==> config.mk <==
export PLATFORM = sky130hd
export DESIGN_NAME = ldp_top
export DESIGN_NICKNAME = d
export VERILOG_FILES = /design/src/rtl/ldp_pkg.sv /design/src/rtl/ldp_sync.sv /design/src/rtl/ldp_domain.sv /design/src/rtl/ldp_top.sv
export SDC_FILE = /design/constraint.sdc
export NUM_CORES = 1
export LEC_CHECK = 0
export CAP_MARGIN = 0
export CORE_ASPECT_RATIO = 1.5
export CORE_MARGIN = 2
export CORE_UTILIZATION = 50
export DETAILED_ROUTE_END_ITERATION = 7
export DONT_BUFFER_PORTS = 1
export PLACE_DENSITY = 0.63
export SLEW_MARGIN = 0
export SYNTH_ARGS = -nofsm -noshare
export SYNTH_HDL_FRONTEND = slang
export SYNTH_SLANG_ARGS = --single-unit
export TNS_END_PERCENT = 30
==> constraint.sdc <==
create_clock -name hclk -period 2.7 [get_ports hclk]
set_clock_uncertainty 0.15 [all_clocks]
set_input_delay 0.54 -clock hclk [delete_from_list [all_inputs] [get_ports hclk]]
set_output_delay 0.54 -clock hclk [all_outputs]
set_load 0.01 [all_outputs]
==> src/rtl/ldp_pkg.sv <==
// Shared constants and types for the logic domain power-down controller.
// Assumes a single 125 MHz system clock and word-only AHB-Lite accesses.
package ldp_pkg;

  // ---------------------------------------------------------------
  // Sizes and timing
  // ---------------------------------------------------------------
  localparam int NUM_DOM = 4;
  localparam int CLK_PERIOD_PS = 8000;
  localparam int PGOOD_DELAY_NS = 1000;
  localparam int PGOOD_CYCLES = (PGOOD_DELAY_NS * 1000) / CLK_PERIOD_PS;
  localparam int PGOOD_CNT_W = 8;
  localparam int STRAP_SETTLE = 4;

  // ---------------------------------------------------------------
  // Register byte addresses
  // ---------------------------------------------------------------
  localparam logic [31:0] ADDR_CLK_OFF_SET = 32'hFFFF0000;
  localparam logic [31:0] ADDR_PWR_CTRL = 32'hFFFF0004;
  localparam logic [31:0] ADDR_PWR_STATE = 32'hFFFF0008;
  localparam logic [31:0] ADDR_CMP_STATUS = 32'hFFFF00B0;
  localparam logic [31:0] ADDR_CMP_INJECT = 32'hFFFF00B4;
  localparam logic [31:0] ADDR_ERR_IRQ_EN_SET = 32'hFFFFF540;
  localparam logic [31:0] ADDR_ERR_PIN_EN_SET = 32'hFFFFF544;
  localparam logic [31:0] ADDR_ERR_STATUS = 32'hFFFFF558;

  // ---------------------------------------------------------------
  // Field positions, codes and reset values
  // ---------------------------------------------------------------
  localparam int CMP_FLAG_LSB = 16;
  localparam int ERR_CH38_BIT = 6;
  localparam int ERR_CH39_BIT = 7;
  localparam int PWR_CODE_W = 4;
  localparam logic [3:0] PWR_CODE_OFF = 4'hA;
  localparam logic [1:0] PST_ON = 2'h3;
  localparam logic [1:0] PST_INIT = 2'h2;
  localparam logic [1:0] PST_GOING = 2'h1;
  localparam logic [1:0] PST_OFF = 2'h0;
  localparam logic [15:0] PWR_CTRL_RST = 16'h0000;
  localparam logic [1:0] ERR_EN_RST = 2'h0;

  // ---------------------------------------------------------------
  // Types
  // ---------------------------------------------------------------
  typedef enum logic [1:0] {HTRANS_IDLE, HTRANS_BUSY, HTRANS_NONSEQ, HTRANS_SEQ} ldp_htrans_t;

  typedef struct packed {
    logic start;
    logic strap_off;
    logic clk_off;
    logic code_off;
    logic inject;
  } ldp_dom_req_t;

endpackage

==> src/rtl/ldp_sync.sv <==
// Three-stage synchroniser with agreement filter for a pin-level input.
// Assumes the input is asynchronous to hclk; output changes when stages two and three agree.
`timescale 1ns/100ps
module ldp_sync
(
  input wire logic hclk, // System clock.
  input wire logic hresetn, // Asynchronous reset, active low.
  input wire logic pin_in, // Asynchronous level.
  output logic level_out // Filtered synchronous level.
);
  import ldp_pkg::*;

  logic s1_q;
  logic s2_q;
  logic s3_q;

  // The first stage is read only by the second stage.
  always_ff @(posedge hclk or negedge hresetn)
  begin
    if (!hresetn)
    begin
      s1_q <= 1'b0;
      s2_q <= 1'b0;
      s3_q <= 1'b0;
    end
    else
    begin
      s1_q <= pin_in;
      s2_q <= s1_q;
      s3_q <= s2_q;
    end
  end

  // A change counts only once the two later stages agree, which rejects single-cycle glitches.
  always_ff @(posedge hclk or negedge hresetn)
  begin
    if (!hresetn)
      level_out <= 1'b0;
    else if (s2_q == s3_q)
      level_out <= s3_q;
  end

endmodule

==> src/rtl/ldp_domain.sv <==
// Power-state machine for one switchable logic domain.
// Assumes the caller raises start once the strap synchroniser has settled.
`timescale 1ns/100ps
module ldp_domain
(
  input wire logic hclk, // System clock.
  input wire logic hresetn, // Asynchronous reset, active low.
  input wire ldp_pkg::ldp_dom_req_t req, // Control inputs.
  output logic [1:0] pstate // Reported power state.
);
  import ldp_pkg::*;

  typedef enum {DOM_INIT, DOM_ON, DOM_GOING, DOM_OFF} ldp_dom_st_t;

  ldp_dom_st_t st_q;
  logic [PGOOD_CNT_W-1:0] cnt_q;

  // Off is terminal: only reset leaves it, so no write can bring the domain back.
  always_ff @(posedge hclk or negedge hresetn)
  begin
    if (!hresetn)
      st_q <= DOM_INIT;
    else
    begin
      case (st_q)
        DOM_INIT:
          if (req.start)
            st_q <= req.strap_off ? DOM_OFF : DOM_ON;
        DOM_ON:
          if (req.clk_off && req.code_off)
            st_q <= DOM_GOING;
        DOM_GOING:
          if (cnt_q == PGOOD_CNT_W'(PGOOD_CYCLES - 1))
            st_q <= DOM_OFF;
        DOM_OFF:
          st_q <= DOM_OFF;
        default:
          st_q <= DOM_INIT;
      endcase
    end
  end

  // Power-good wait counter runs only while the domain is going down.
  always_ff @(posedge hclk or negedge hresetn)
  begin
    if (!hresetn)
      cnt_q <= '0;
    else if (st_q == DOM_GOING)
      cnt_q <= cnt_q + 1'b1;
    else
      cnt_q <= '0;
  end

  // State encoding, with a test inversion hook used by the checker copy only.
  always_ff @(posedge hclk or negedge hresetn)
  begin
    if (!hresetn)
      pstate <= PST_INIT;
    else
    begin
      case (st_q)
        DOM_ON: pstate <= PST_ON ^ {2{req.inject}};
        DOM_GOING: pstate <= PST_GOING ^ {2{req.inject}};
        DOM_OFF: pstate <= PST_OFF ^ {2{req.inject}};
        default: pstate <= PST_INIT ^ {2{req.inject}};
      endcase
    end
  end

endmodule

==> src/rtl/ldp_top.sv <==
// Logic domain power controller with lockstep compare and error channel flags.
// Assumes an AHB-Lite master on hclk and factory strap pins that are asynchronous.
`timescale 1ns/100ps

module ldp_top
(
  input wire logic hclk, // System clock, 125 MHz.
  input wire logic hresetn, // Asynchronous reset, active low.
  input wire logic hsel, // Slave select.
  input wire logic [31:0] haddr, // Byte address.
  input wire ldp_pkg::ldp_htrans_t htrans, // Transfer type.
  input wire logic hwrite, // Write when high.
  input wire logic [2:0] hsize, // Transfer size, word only.
  input wire logic [31:0] hwdata, // Write data.
  input wire logic hready, // Bus ready.
  output logic hreadyout, // Slave ready.
  output logic [31:0] hrdata, // Read data.
  output logic hresp, // Response, always OKAY.
  input wire logic [ldp_pkg::NUM_DOM-1:0] strap_dom_off, // Factory off straps, asynchronous.
  output logic irq, // Level interrupt.
  output logic error_out_n // Error pin, active low.
);
  import ldp_pkg::*;

  // ---------------------------------------------------------------
  // Bus slave
  // ---------------------------------------------------------------
  logic wr_pend_q;
  logic rd_pend_q;
  logic [31:0] addr_q;
  logic take;
  logic [31:0] rd_word;
  logic wr_en;

  // Only NONSEQ or SEQ with the bus ready starts a transfer; IDLE and BUSY are ignored.
  // The response is always OKAY, since an unmapped address is harmless here.
  assign take = hsel && hready && (htrans == HTRANS_NONSEQ || htrans == HTRANS_SEQ);
  assign wr_en = wr_pend_q;
  assign hresp = 1'b0;

  // Writes finish with no wait state; reads add one so the data comes from a flop.
  always_ff @(posedge hclk or negedge hresetn)
  begin
    if (!hresetn)
    begin
      wr_pend_q <= 1'b0;
      rd_pend_q <= 1'b0;
      addr_q <= 32'h00000000;
    end
    else
    begin
      wr_pend_q <= take && hwrite;
      rd_pend_q <= take && !hwrite;
      if (take)
        addr_q <= haddr;
    end
  end

  // Read data is loaded during the wait state, after any earlier write has landed.
  always_ff @(posedge hclk or negedge hresetn)
  begin
    if (!hresetn)
    begin
      hrdata <= 32'h00000000;
      hreadyout <= 1'b1;
    end
    else
    begin
      hreadyout <= !(take && !hwrite);
      if (rd_pend_q && !hreadyout)
        hrdata <= rd_word;
    end
  end

  // ---------------------------------------------------------------
  // Control registers
  // ---------------------------------------------------------------
  logic [NUM_DOM-1:0] clk_off_q;
  logic [15:0] pwr_ctrl_q;
  logic [NUM_DOM-1:0] inject_q;
  logic [1:0] irq_en_q;
  logic [1:0] pin_en_q;

  // Clock-off and enable registers are set-only; reset is the one way back.
  always_ff @(posedge hclk or negedge hresetn)
  begin
    if (!hresetn)
    begin
      clk_off_q <= '0;
      pwr_ctrl_q <= PWR_CTRL_RST;
      inject_q <= '0;
      irq_en_q <= ERR_EN_RST;
      pin_en_q <= ERR_EN_RST;
    end
    else if (wr_en)
    begin
      // Unmapped writes fall to the default branch and change nothing.
      case (addr_q)
        ADDR_CLK_OFF_SET: clk_off_q <= clk_off_q | hwdata[NUM_DOM-1:0];
        ADDR_PWR_CTRL: pwr_ctrl_q <= hwdata[15:0];
        ADDR_CMP_INJECT: inject_q <= hwdata[NUM_DOM-1:0];
        ADDR_ERR_IRQ_EN_SET: irq_en_q <= irq_en_q | hwdata[ERR_CH39_BIT:ERR_CH38_BIT];
        ADDR_ERR_PIN_EN_SET: pin_en_q <= pin_en_q | hwdata[ERR_CH39_BIT:ERR_CH38_BIT];
        default: clk_off_q <= clk_off_q;
      endcase
    end
  end

  // ---------------------------------------------------------------
  // Strap capture and domain state machines
  // ---------------------------------------------------------------
  logic [NUM_DOM-1:0] strap_sync;
  logic [2:0] settle_q;
  logic start;
  logic [NUM_DOM-1:0][1:0] main_st;
  logic [NUM_DOM-1:0][1:0] chk_st;
  logic [NUM_DOM-1:0] mismatch;

  // Straps are taken only after the synchronisers have had time to fill.
  always_ff @(posedge hclk or negedge hresetn)
  begin
    if (!hresetn)
      settle_q <= 3'h0;
    else if (!start)
      settle_q <= settle_q + 3'h1;
  end
  // Start stays high once reached because the counter stops; only reset restarts it.
  assign start = (settle_q == 3'(STRAP_SETTLE));

  // Each domain runs a controller and an identical checker copy; only a test hook differs.
  generate
    for (genvar i = 0; i < NUM_DOM; i++)
    begin : g_dom
      ldp_dom_req_t req_main;
      ldp_dom_req_t req_chk;
      assign req_main.start = start;
      assign req_main.strap_off = strap_sync[i];
      assign req_main.clk_off = clk_off_q[i];
      assign req_main.code_off = (pwr_ctrl_q[i*PWR_CODE_W +: PWR_CODE_W] == PWR_CODE_OFF);
      assign req_main.inject = 1'b0;
      assign req_chk = '{start: req_main.start, strap_off: req_main.strap_off,
                         clk_off: req_main.clk_off, code_off: req_main.code_off,
                         inject: inject_q[i]};
      // Each strap passes its own synchroniser before either copy sees it.
      ldp_sync u_sync
      (
        .hclk(hclk),
        .hresetn(hresetn),
        .pin_in(strap_dom_off[i]),
        .level_out(strap_sync[i])
      );
      ldp_domain u_main
      (
        .hclk(hclk),
        .hresetn(hresetn),
        .req(req_main),
        .pstate(main_st[i])
      );
      ldp_domain u_chk
      (
        .hclk(hclk),
        .hresetn(hresetn),
        .req(req_chk),
        .pstate(chk_st[i])
      );
      // Both copies see the same start, strap and power-down inputs, so a deliberate power-down never disagrees.
      assign mismatch[i] = (main_st[i] != chk_st[i]);
    end
  endgenerate

  // ---------------------------------------------------------------
  // Compare flags and error channels
  // ---------------------------------------------------------------
  logic [NUM_DOM-1:0] cmp_q;
  logic [1:0] err_q;
  logic [1:0] err_set;
  logic cmp_clr_wr;
  logic err_clr_wr;

  // Clear strobes act in the write data phase, where hwdata stands.
  assign cmp_clr_wr = wr_en && (addr_q == ADDR_CMP_STATUS);
  assign err_clr_wr = wr_en && (addr_q == ADDR_ERR_STATUS);
  assign err_set = {|mismatch[3:2], |mismatch[1:0]};

  // A persisting mismatch wins over a clear in the same cycle.
  always_ff @(posedge hclk or negedge hresetn)
  begin
    if (!hresetn)
      cmp_q <= '0;
    else if (cmp_clr_wr)
      cmp_q <= (cmp_q & ~hwdata[CMP_FLAG_LSB +: NUM_DOM]) | mismatch;
    else
      cmp_q <= cmp_q | mismatch;
  end

  // Channel 38 covers domains 0 and 1, channel 39 domains 2 and 3.
  always_ff @(posedge hclk or negedge hresetn)
  begin
    if (!hresetn)
      err_q <= 2'h0;
    else if (err_clr_wr)
      err_q <= (err_q & ~hwdata[ERR_CH39_BIT:ERR_CH38_BIT]) | err_set;
    else
      err_q <= err_q | err_set;
  end

  // Outputs are registered so they never glitch on the pin.
  always_ff @(posedge hclk or negedge hresetn)
  begin
    if (!hresetn)
    begin
      irq <= 1'b0;
      error_out_n <= 1'b1;
    end
    else
    begin
      irq <= |(err_q & irq_en_q);
      error_out_n <= !(|(err_q & pin_en_q));
    end
  end

  // ---------------------------------------------------------------
  // Read mux
  // ---------------------------------------------------------------
  // Unmapped addresses read as zero.
  always_comb
  begin
    rd_word = 32'h00000000;
    case (addr_q)
      ADDR_CLK_OFF_SET: rd_word[NUM_DOM-1:0] = clk_off_q;
      ADDR_PWR_CTRL: rd_word[15:0] = pwr_ctrl_q;
      ADDR_PWR_STATE: rd_word[2*NUM_DOM-1:0] = main_st;
      ADDR_CMP_STATUS: rd_word[CMP_FLAG_LSB +: NUM_DOM] = cmp_q;
      ADDR_CMP_INJECT: rd_word[NUM_DOM-1:0] = inject_q;
      ADDR_ERR_IRQ_EN_SET: rd_word[ERR_CH39_BIT:ERR_CH38_BIT] = irq_en_q;
      ADDR_ERR_PIN_EN_SET: rd_word[ERR_CH39_BIT:ERR_CH38_BIT] = pin_en_q;
      ADDR_ERR_STATUS: rd_word[ERR_CH39_BIT:ERR_CH38_BIT] = err_q;
      default: rd_word = 32'h00000000;
    endcase
  end
endmodule

==> summary.md <==
| Metric | Value |
|---|---|
| Synth Cell Area | approximately 9000 um2 |
| Slew @ Worst Pin | 0.721 ns |
| Commonest cells after routing, fill and taps aside | dfrtp_1 (196), mux2_2 (42), nor2_1 (41) |
| Final Max Tran Viols | 0 |
| Top_reg_cell synth | dfrtp_1 |
| Post-place setup slack | 0.171 ns |
| Worst reg2reg setup slack | 0.18 ns |
| Setup Fix Bufs, Post-CTS | 0 |
| GRT overflow | 0 |
| VDD IR max | 0.377 mV |
| Num rows | 61 |
| Netlist cell types | 61 |
| Worst path arrival time | between 2 and 3 ns |
| DR WL/cell | 18.0 um |
| 1st-iter DRT viols | 350 |
| Post-Route Setup TNS | 0 ns |
| Setup WS post-layout | roughly 0.18 ns |
| Cells after synthesis | 758 |
| Share of cells above drive strength 1 | 0.152 |
| CTS tree | done |
| EDFF count, synth | 0 |
| DRC | 0 |
| Lkg Pwr | 0.00463 uW |
| Largest net degree at the start of global routing | 207 |
| Reg2Reg Depth | 5 |
| RSZ-0062 raised after global routing | no |
| Die Footprint | just under 20000 um2 |
| Fin. Hold Viols | 206 |
| FILL cells | 1547 |
| Placed Area | around 9600 um2 |
| Area Growth Syn to Fin | 10.8% |
| Detailed placer's ending HPWL | 13500 um |
| RePlAce Congestion | 0.835 |
| Worst-path clk slew | 0.06 ns |
| Syn avg cell area | 12.2 um2 |
| Hold crit path type | primary input to async pin |
| Sequential element share of the synthesized area | 0.557 |
| Antenna Nets Post-Route | 0 |
| Post-Route Utilization | 0.559 |
| Worst skew pair latency | 0.50 ns |
| Post-CTS sizing | 0 |
| Pwr per Cell Area | 676 nW/um2 |
| Cts hold-fix bufs | 4 |
| Ports | 114 |
| Max-Cap Viols | 0 |
| Crit share post-route | 0.932 |
| Fmax | approximately 0.4 GHz |
| Total power | about 6900 uW |
| WP data required | about 2.9 ns |
| Share of flip-flops with an asynchronous set or reset | 1.00 |
| # port buffers | 0 |
| Via count | 5805 |
| R2R Path End | pwr_ctrl_q[0] |
| Clk sink count | 206 |
| DIE WIDTH | between 100 and 150 um |
| Deepest clock path buffer count | 3 |
| Crit path kind | register to register |
| Synth Register Bits | between 200 and 250 |
| Drt pass-1 iters | 4 |
| FF-to-FF Start | addr_q[11] |
| YS warnings | 0 |
| Most common cell after layout, fill and taps aside | dfrtp_1 |
| Setup crit start kind | register |
| Register area | 5170 um2 |
| Total global-route track usage | 0.195 |
| First-pass GRT wire length | 30800 um |
| Number of global-route vias before repair | 6153 |
| Final wirelength | 18900 um |
| Vias/cell | between 5 and 6 |
| CTS H-tree depth | 1 |
| Final non-filler cell area | 10300 um2 |
| Nets | 892 |
| Worst slew margin | 0.515 |
| Worst hold slack | -0.410 ns |
| Multi-input logic area | approximately 3900 um2 |
| Die Height | 171 um |
| Core area | 18400 um2 |
| Antenna violations before repair | 2 |
| Worst setup EP type | register |
| Min cycle time layout | roughly 2.5 ns |
| Initial Util | 0.504 |
| Num CTS Buffers | 20 |
| Outcome | finished with violations |
| Crit Path Max Fanout | 16 |
| Violated checks | hold timing |
| Root Buffer | clkbuf_16 |
| Final setup vio count | 0 |
==> synth_stat cells (4+ instances only) <==
library cell,count,area share
o21ai_0,18,0.0097
nand4_1,23,0.016
and2_1,29,0.020
a31oi_1,4,0.0027
a221o_1,4,0.0043
or2_2,4,0.0027
xnor2_1,39,0.037
nand2_1,33,0.013
a41o_1,4,0.0043
and4b_1,6,0.0065
clkbuf_1,13,0.0053
dfstp_2,10,0.028
nor2_1,41,0.017
mux2_4,10,0.016
mux2_2,42,0.051
a22oi_1,8,0.0065
mux2i_1,13,0.014
o31ai_1,6,0.0049
dfrtp_1,196,0.53
nand3_1,34,0.018
maj3_1,4,0.0043
ha_1,34,0.046
nand2b_1,7,0.0047
nor4_1,8,0.0054
inv_1,33,0.013
xor2_1,24,0.023
and4_1,8,0.0076
buf_4,13,0.011
a22o_1,15,0.014
nor2b_1,14,0.0094
a31o_2,4,0.0038
nand4b_1,4,0.0038
and3_1,12,0.0081
==> worst max-delay path, cell delays in order (launching register included) <==
cell and delay [ns]:
dfrtp_1 0.37, nand4bb_1 0.28, or4_1 0.74, nor3_4 0.29
buf_12 0.21, mux2_2 0.35
==> stage by stage <==
step                      hold WS [ns]  cells
after floorplan                 0.0944    770
after detailed placement        0.0996   1006
final                           -0.410   1048
after global routing            -0.426   1046
after CTS                       -0.425   1046
after global placement           0.100   1006
==> layout make-up <==
type                    instances  share of cell area
multi-input cells             503               0.375
clock inverters                 6             0.00536
diodes                          2            0.000487
well taps                     252              0.0307
clock buffers                  30              0.0593
inverters                      33              0.0121
flip-flops and latches        206               0.503
repair buffers                 16              0.0139
==> power breakdown <==
part           switching [uW]  internal [uW]
sequential                263           3310
combinational             293            274
clock                    1140           1660
==> flip-flops by register name (all words and copies together) (netlist names), 3 cells and up <==
| register | flops |
|---|---|
| addr_q | 32 |
| clk_off_q | 4 |
| cmp_q | 4 |
| g_dom.u_chk.cnt_q | 32 |
| g_dom.u_chk.pstate | 8 |
| g_dom.u_chk.st_q | 8 |
| g_dom.u_main.cnt_q | 32 |
| g_dom.u_main.pstate | 8 |
| g_dom.u_main.st_q | 8 |
| g_dom.u_sync.level_out | 4 |
| g_dom.u_sync.s1_q | 4 |
| g_dom.u_sync.s2_q | 4 |
| g_dom.u_sync.s3_q | 4 |
| hrdata | 20 |
| inject_q | 4 |
| pwr_ctrl_q | 16 |
| settle_q | 3 |
==> routing by layer <==
| metal | up-vias | track usage | share of wire |
|---|---|---|---|
| met5 | - | 0 | 0 |
| met1 | 2956 | 0.223 | 0.38 |
| li1 | 2695 | - | - |
| met4 | 0 | 0.0707 | 0.029 |
| met3 | 34 | 0.0351 | 0.046 |
| met2 | 120 | 0.360 | 0.54 |
==> worst max path at each step <==
stage	start	endpoint	slack, ns
final	addr_q[11]	pwr_ctrl_q[0]	0.18
after global routing	addr_q[11]	inject_q[0]	0.09
after CTS	addr_q[11]	pwr_ctrl_q[0]	0.15
after detailed placement	addr_q[11]	inject_q[3]	0.17
after global placement	addr_q[11]	inject_q[0]	0.22
after floorplan	addr_q[11]	pwr_ctrl_q[10]	0.36
==> kinds of logic (layout without fill, tap and decap cells) <==
family                     count (synthesis)  in the layout  synth area share
and+or+nand+nor                          243            243             0.152
DFF                                      206            206             0.557
xor gates and xnor gates                  63             63            0.0595
muxes                                     65             65            0.0812
AOI/OAI and AO/OA                         81             81            0.0672
buffers and inverters                     61             85            0.0320
other                                      1             15          0.000404
adders and majority gates                 38             38            0.0502
(Power assumes the default switching activity.)
